===== config.mk =====
export PLATFORM = sky130hd
export DESIGN_NAME = bnv_host
export DESIGN_NICKNAME = d
export VERILOG_FILES = /design/src/bnv_pkg.sv /design/src/bnv_host.sv
export SDC_FILE = /design/constraint.sdc
export NUM_CORES = 1
export LEC_CHECK = 0
export ABC_CLOCK_PERIOD_IN_PS = 1880
export BUFFER_PORTS_ARGS = -buffer_cell sky130_fd_sc_hd__buf_2
export CAP_MARGIN = 20
export CORE_MARGIN = 2
export CORE_UTILIZATION = 53
export CTS_CLUSTER_SIZE = 12
export DETAILED_ROUTE_END_ITERATION = 8
export GPL_TIMING_DRIVEN = 1
export PLACE_DENSITY = 0.91
export SETUP_SLACK_MARGIN = 0.3
export SLEW_MARGIN = 40
export SYNTH_ARGS = -nofsm -noshare
export SYNTH_HDL_FRONTEND = slang
export SYNTH_SLANG_ARGS = --single-unit
export TNS_END_PERCENT = 30

===== constraint.sdc =====
create_clock -name clock -period 1.88 [get_ports clock]
set_clock_uncertainty 0.05 [all_clocks]
set_input_delay 0.47 -clock clock [delete_from_list [all_inputs] [get_ports clock]]
set_output_delay 0.47 -clock clock [all_outputs]
set_load 0.1 [all_outputs]

===== src/bnv_pkg.sv =====
package bnv_pkg;

    ////////////////////////////////////////////////////////////////////////
    // Widths of the memory port.
    localparam int ADDR_W = 13;
    localparam int DATA_W = 8;

    ////////////////////////////////////////////////////////////////////////
    // Clock rate and timing figures in nanoseconds.
    localparam int CLK_PERIOD_NS          = 10;
    localparam int SELECT_ACTIVE_MIN_NS   = 120;
    localparam int SELECT_ACTIVE_MAX_NS   = 10000;
    localparam int SELECT_TO_DATA_NS      = 120;
    localparam int DRIVE_TO_DATA_NS       = 10;
    localparam int READ_PERIOD_MIN_NS     = 180;
    localparam int PRECHARGE_MIN_NS       = 60;
    localparam int ADDR_HOLD_NS           = 10;

    ////////////////////////////////////////////////////////////////////////
    // Cycle counts; least times round up, longest times round down.
    localparam int SELECT_ACTIVE_MIN_CYC =
        (SELECT_ACTIVE_MIN_NS + CLK_PERIOD_NS - 1) / CLK_PERIOD_NS;
    localparam int SELECT_ACTIVE_MAX_CYC =
        SELECT_ACTIVE_MAX_NS / CLK_PERIOD_NS;
    localparam int SELECT_TO_DATA_CYC =
        (SELECT_TO_DATA_NS + CLK_PERIOD_NS - 1) / CLK_PERIOD_NS;
    localparam int DRIVE_TO_DATA_CYC =
        (DRIVE_TO_DATA_NS + CLK_PERIOD_NS - 1) / CLK_PERIOD_NS;
    localparam int PRECHARGE_MIN_CYC =
        (PRECHARGE_MIN_NS + CLK_PERIOD_NS - 1) / CLK_PERIOD_NS;
    localparam int READ_PERIOD_MIN_CYC =
        (READ_PERIOD_MIN_NS + CLK_PERIOD_NS - 1) / CLK_PERIOD_NS;
    localparam int ADDR_HOLD_CYC =
        (ADDR_HOLD_NS + CLK_PERIOD_NS - 1) / CLK_PERIOD_NS;

    // Two flops sit between the data pins and the read register.
    localparam int SYNC_CYC = 2;
    // Read strobe window: the pins are caught once both access times
    // have passed, and the synchronised copy is taken two cycles later.
    localparam int DATA_SAMPLE_CYC = SYNC_CYC +
        ((SELECT_TO_DATA_CYC > DRIVE_TO_DATA_CYC + 1) ?
        SELECT_TO_DATA_CYC : DRIVE_TO_DATA_CYC + 1);
    // Select stays low for the longer of the active minimum and the sample cycle plus one.
    localparam int ACTIVE_CYC = (DATA_SAMPLE_CYC + 1 > SELECT_ACTIVE_MIN_CYC)
        ? DATA_SAMPLE_CYC + 1 : SELECT_ACTIVE_MIN_CYC;
    // Precharge stretched so the whole cycle meets the period minimum.
    localparam int PRE_CYC =
        (READ_PERIOD_MIN_CYC - ACTIVE_CYC > PRECHARGE_MIN_CYC) ?
        READ_PERIOD_MIN_CYC - ACTIVE_CYC : PRECHARGE_MIN_CYC;

    localparam int CNT_W = 5;
    localparam logic [CNT_W-1:0] CNT_ZERO = 5'h00;
    localparam logic [CNT_W-1:0] CNT_ONE  = 5'h01;
    localparam logic [CNT_W-1:0] CNT_FULL = 5'h1f;
    localparam logic [CNT_W-1:0] ACTIVE_LAST = CNT_W'(ACTIVE_CYC - 1);
    localparam logic [CNT_W-1:0] SAMPLE_AT   = CNT_W'(DATA_SAMPLE_CYC);
    localparam logic [CNT_W-1:0] HOLD_LAST   = CNT_W'(ADDR_HOLD_CYC);
    localparam logic [CNT_W-1:0] PRE_LAST    = CNT_W'(PRE_CYC - 1);

    // Write pulse starts two cycles after select falls.
    localparam logic [CNT_W-1:0] WRITE_START = 5'h01;
    // Write pulse ends one cycle before select rises.
    localparam logic [CNT_W-1:0] WRITE_END   = CNT_W'(ACTIVE_CYC - 2);

    ////////////////////////////////////////////////////////////////////////
    // Controller states, Gray coded along idle, active, precharge.
    typedef enum logic [1:0] {
        BNV_IDLE   = 2'b00,
        BNV_ACTIVE = 2'b01,
        BNV_PRE    = 2'b11
    } bnv_state_t;

endpackage : bnv_pkg


===== src/bnv_host.sv =====
`timescale 1ns/1ps
module bnv_host
    import bnv_pkg::*;
(
    // Clock, reset and clock enable.
    input  wire logic              clock,
    input  wire logic              rstn,
    input  wire logic              clk_en,
    // Supply-good pin from the supply monitor.
    input  wire logic              supply_ok,
    // User request.
    input  wire logic              req_valid,
    input  wire logic              req_write,
    input  wire logic [ADDR_W-1:0] req_addr,
    input  wire logic [DATA_W-1:0] req_wdata,
    output logic                   req_ready,
    // User answer.
    output logic                   rsp_valid,
    output logic [DATA_W-1:0]      rsp_rdata,
    // Memory pins.
    output logic                   mem_sel_n,
    output logic                   mem_oe_n,
    output logic                   mem_we_n,
    output logic [ADDR_W-1:0]      mem_addr,
    output logic [DATA_W-1:0]      mem_dq_out,
    output logic                   mem_dq_oe,
    input  wire logic [DATA_W-1:0] mem_dq_in
);

    ////////////////////////////////////////////////////////////////////////
    // All state of the controller.
    typedef struct packed {
        bnv_state_t        state;
        logic [CNT_W-1:0]  cnt;
        logic              write;
        logic [DATA_W-1:0] wdata;
        logic              ok_meta;
        logic              ok_sync;
        logic [DATA_W-1:0] dq_meta;
        logic [DATA_W-1:0] dq_sync;
        logic              req_ready;
        logic              rsp_valid;
        logic [DATA_W-1:0] rsp_rdata;
        logic              sel_n;
        logic              oe_n;
        logic              we_n;
        logic [ADDR_W-1:0] addr;
        logic              dq_oe;
    } bnv_regs_t;

    bnv_regs_t r;
    bnv_regs_t next_r;

    // Counter step, used in both timed states.
    function automatic logic [CNT_W-1:0] bnv_inc(input logic [CNT_W-1:0] c);
        bnv_inc = c + CNT_ONE;
    endfunction : bnv_inc

    ////////////////////////////////////////////////////////////////////////
    // Next-state logic.
    always_comb
    begin
        next_r           = r;
        next_r.ok_meta   = supply_ok;
        next_r.ok_sync   = r.ok_meta;
        next_r.dq_meta   = mem_dq_in;
        next_r.dq_sync   = r.dq_meta;
        next_r.rsp_valid = 1'b0;
        unique case (r.state)
            BNV_IDLE:
            begin
                next_r.req_ready = r.ok_sync;
                // Start only on valid request and good supply.
                if (req_valid && r.req_ready && r.ok_sync)
                begin
                    next_r.state     = BNV_ACTIVE;
                    next_r.cnt       = CNT_ZERO;
                    next_r.req_ready = 1'b0;
                    next_r.write     = req_write;
                    next_r.wdata     = req_wdata;
                    next_r.addr      = req_addr;
                    // Select falls on the same edge that loads the address.
                    next_r.sel_n     = 1'b0;
                    next_r.oe_n      = req_write;
                end
            end
            BNV_ACTIVE:
            begin
                next_r.cnt = bnv_inc(r.cnt);
                if (r.write && r.cnt == WRITE_START)
                begin
                    next_r.we_n  = 1'b0;
                    next_r.dq_oe = 1'b1;
                end
                // Write strobe rises while select is still low, so the
                // write ends on its own edge and not in a tie with select.
                if (r.write && r.cnt == WRITE_END)
                    next_r.we_n = 1'b1;
                // Sample data after both access times.
                if (!r.write && r.cnt == SAMPLE_AT)
                    next_r.rsp_rdata = r.dq_sync;
                // Fixed low time inside the legal window.
                if (r.cnt == ACTIVE_LAST)
                begin
                    next_r.state     = BNV_PRE;
                    next_r.cnt       = CNT_ZERO;
                    next_r.sel_n     = 1'b1;
                    next_r.oe_n      = 1'b1;
                    next_r.we_n      = 1'b1;
                    next_r.rsp_valid = 1'b1;
                end
            end
            BNV_PRE:
            begin
                // Precharge held before the next access.
                next_r.cnt = bnv_inc(r.cnt);
                if (r.cnt == HOLD_LAST)
                    next_r.dq_oe = 1'b0;
                if (r.cnt == PRE_LAST)
                begin
                    next_r.state     = BNV_IDLE;
                    next_r.req_ready = r.ok_sync;
                end
            end
            default:
            begin
                next_r.state = BNV_IDLE;
            end
        endcase
    end

    ////////////////////////////////////////////////////////////////////////
    // State register with synchronous reset and clock enable.
    always_ff @(posedge clock)
    begin
        if (!rstn)
        begin
            r       <= '0;
            r.state <= BNV_IDLE;
            r.sel_n <= 1'b1;
            r.oe_n  <= 1'b1;
            r.we_n  <= 1'b1;
        end
        else if (clk_en)
            r <= next_r;
    end

    ////////////////////////////////////////////////////////////////////////
    // Outputs straight from the state register.
    assign req_ready  = r.req_ready;
    assign rsp_valid  = r.rsp_valid;
    assign rsp_rdata  = r.rsp_rdata;
    assign mem_sel_n  = r.sel_n;
    assign mem_oe_n   = r.oe_n;
    assign mem_we_n   = r.we_n;
    assign mem_addr   = r.addr;
    assign mem_dq_out = r.wdata;
    assign mem_dq_oe  = r.dq_oe;

    ////////////////////////////////////////////////////////////////////////
    // Checks on the pin timing, counted in enabled cycles.
    logic [CNT_W-1:0] low_cnt;
    logic [CNT_W-1:0] high_cnt;

    // Saturating step, so a long idle span reads as ample precharge
    // instead of wrapping back to a small count.
    function automatic logic [CNT_W-1:0] bnv_sat(input logic [CNT_W-1:0] c);
        bnv_sat = (c == CNT_FULL) ? c : bnv_inc(c);
    endfunction : bnv_sat

    // High count starts full: reset itself is a long precharge.
    always_ff @(posedge clock)
    begin
        if (!rstn)
        begin
            low_cnt  <= CNT_ZERO;
            high_cnt <= CNT_FULL;
        end
        else if (clk_en)
        begin
            low_cnt  <= r.sel_n ? CNT_ZERO : bnv_sat(low_cnt);
            high_cnt <= r.sel_n ? bnv_sat(high_cnt) : CNT_ZERO;
        end
    end
endmodule : bnv_host


==> metrics.txt <==
status finished, final reports clean; min Tclk post-route roughly 1.6 ns; DR iter-0 viols 133; fin util 64.3%; #FFs+latches synth 61; DRC Markers 0; vias in the first global route 2250; r2r endpoint rsp_valid; R2R cell count 6; largest net degree at the start of global routing 52; first-pass GRT wire length 9950 um; setup tns final 0 ns; RePlAce Congestion 0.855; clock-pin slew on the worst setup and hold paths 0.08 ns; Post-Syn Area 2790 um^2; CORE AREA approximately 5100 um^2; Worst-Margin Slew 0.492 ns; HPWL after DPL 4150 um; final period utilization between 80% and 90%; nets between 300 and 400; Routed WL per cell 14.2 um; antenna diode count 0; initial core utilization between 50 and 60%; worst path bufs/invs 1; # hold bufs at CTS 0; WL final just over 6000 um; CTS Buf Count 9; # IOs 70; Crit path required time 1.36 ns; Slew Limit Fails 0; PwrDens 798 nW/um^2; CP top delay family buffers and inverters; H-tree Lvls 3; TritonCTS clock tree done; Reg2Reg Setup Slack 0.35 ns; Post-Synthesis Mean Instance Area between 8 and 9 um^2; GR Overflow Total 0; Synth cell types 43; initial antenna violation count 0; die span in y 76.5 um; RSZ-0062 raised after global routing true; top_reg_cell synth dfxtp_1; final hold vios 0; slew margin rel. 67.4%; CP cell instances buf_2; Hold WC Path Type in -> reg; Detail Route Antenna Nets 0; clock power share 44.6%; Max Freq about 620 MHz; part of the power in combinational logic 4.8%; FFs w/ async S/R, synth 0%; Seq pwr share 50.7%; Slowest Stage Delay on Critical Path 0.43 ns; Fillers 411; Switching Fraction 23.8%; worst setup path class reg -> out; slowest CP cell buf_2; P_sw 0.621 mW; Crit Reg-Reg Startpoint r[54]; global-route usage over all layers 21.2%; Area Growth Syn to Fin 17.2%; Seq/Total Area, Yosys 43.8%; critical path data arrival time 1.10 ns; CP Max Fanout 2; Port Buffers 69; Leak Pwr 1.36 nW; min-delay src mem_dq_in[6]; clock network latency to the later pin of the worst-skew pair 0.34 ns; # rows 26; Syn Inst Count between 300 and 400; via count 2406; Critical Path Start Type flop; Mapped Nets 351; Ys Warns 0; clk buf depth 2; Post-synth EDFFs 0; WHS Endpoint next_r[33]; Sink Count 61; Die W 76.5 um; Die ar. 5850 um^2; Root Driver clkbuf_8; Peak VDD IR 0.637 mV; vias per inst 5.60; layout cells sized above 1 30.3%; max cap viols 0; DRT Pass-1 Iters 4; Setup violations, final 0; CP endpoint kind output port; Worst Hold Depth 3; internal power around 2.0 mW
-- area by class of cell --
| type | count | area, um^2 | share of cell area, % |
|---|---|---|---|
| Timing Repair Buffer | 87 | 541 | 16.6 |
| Multi-Input combinational cell | 191 | 1190 | 36.6 |
| Clock buffer | 9 | 124 | 3.79 |
| Inverter | 5 | 18.8 | 0.575 |
| Tap cell | 70 | 87.6 | 2.68 |
| Clock inverter | 7 | 75.1 | 2.30 |
| Sequential cell | 61 | 1220 | 37.5 |
-- worst max path at each step --
stage,start,to,slack (ns),depth (start not counted)
after floorplan,mem_we_n,mem_we_n,0.40,3
after global placement,clk_en,rsp_rdata[2],0.25,5
after detailed placement,clk_en,rsp_rdata[3],0.15,5
after CTS,rsp_rdata[1],rsp_rdata[1],0.24,1
after global routing,mem_addr[9],mem_addr[9],0.23,1
final,mem_dq_out[4],mem_dq_out[4],0.26,1
-- power by group through the flow --
stage	Clock, mW	Combinational (mW)	Sequential [mW]
final	1.16	0.124	1.32
after global routing	1.24	0.136	1.32
after CTS	1.18	0.125	1.32
after detailed placement	0	0.123	1.35
after global placement	0	0.119	1.35
after floorplan	0	0.0664	1.35
-- flip-flops by register name (all words and copies together), names as in the netlist --
signal and count:
rsp_valid 1, r 17, mem_addr 13, mem_dq_out 8, mem_sel_n 1, mem_we_n 1, next_r 9, rsp_rdata 8
mem_oe_n 1, req_ready 1, mem_dq_oe 1
-- timing repair --
action / 4_1_cts / 5_1_grt
gates resized for setup: 10 / 10
setup buffers: 2 / 0
endpoints found under the setup margin: 48 / 34
cloned: 0 / 0
-- synthesized netlist by cell type (all sizes together) (2+ instances only) --
| master | number | area [um^2] |
|---|---|---|
| nand3 | 33 | 165 |
| clkbuf | 9 | 35.0 |
| dfxtp | 61 | 1220 |
| and4b | 3 | 30.0 |
| mux2i | 22 | 220 |
| nor2b | 3 | 18.8 |
| a31oi | 2 | 12.5 |
| o21a | 2 | 15.0 |
| o211ai | 3 | 22.5 |
| nand2 | 7 | 26.3 |
| o2111ai | 3 | 26.3 |
| inv | 5 | 18.8 |
| o311a | 2 | 20.0 |
| xnor2 | 2 | 17.5 |
| ha | 3 | 37.5 |
| buf | 47 | 323 |
| nor2 | 21 | 78.8 |
| o21ai | 32 | 160 |
| a311oi | 2 | 17.5 |
| nand4 | 2 | 12.5 |
| a21oi | 31 | 155 |
-- stage by stage --
| step | cells | cell area, um^2 | hold slack, ns | total power [mW] | worst slack, ns |
|---|---|---|---|---|---|
| final | 430 | 3270 | 0.312 | 2.61 | 0.264 |
| after global routing | 430 | 3270 | 0.320 | 2.70 | 0.230 |
| after CTS | 430 | 3240 | 0.310 | 2.63 | 0.241 |
| after detailed placement | 412 | 3000 | 0.414 | 1.47 | 0.150 |
| after global placement | 412 | 3000 | 0.406 | 1.47 | 0.246 |
| after floorplan | 313 | 2790 | 0.393 | 1.41 | 0.401 |
-- cells by family (layout without fill, tap and decap cells) --
kind of cell    count (synthesis)  in the layout  synth area share (%)
simple gates                   79             79                  15.0
fa+ha+maj                       3              3                  1.35
mux                            22             22                  7.90
flops                          61             61                  43.8
xor+xnor                        2              2                 0.629
compound gates                 85             85                  17.8
buf+inv                        61            108                  13.5
-- metal layers --
layer	track usage, %	up-vias	wire, um
met5	0	-	0
met4	11.3	0	129
met3	4.62	18	398
met2	36.1	92	3000
met1	24.8	1120	2570
li1	-	1176	-
-- cell usage in the layout, fill, tap and decap left out, drive strengths merged, types with 5 or more instances in the layout --
cell / netlist / layout
dfxtp: 61 / 61
a21oi: 31 / 31
buf: 47 / 77
nand3: 33 / 33
nand2: 7 / 7
mux2i: 22 / 22
o21ai: 32 / 32
nor2: 21 / 21
inv: 5 / 6
clkbuf: 9 / 19
clkinv: 0 / 5
-- worst min-delay path: stages --
cell and delay, ns:
buf_2 0.07, mux2i_1 0.05, nor2_1 0.07
Note: power is estimated with default switching activity, not from simulation.
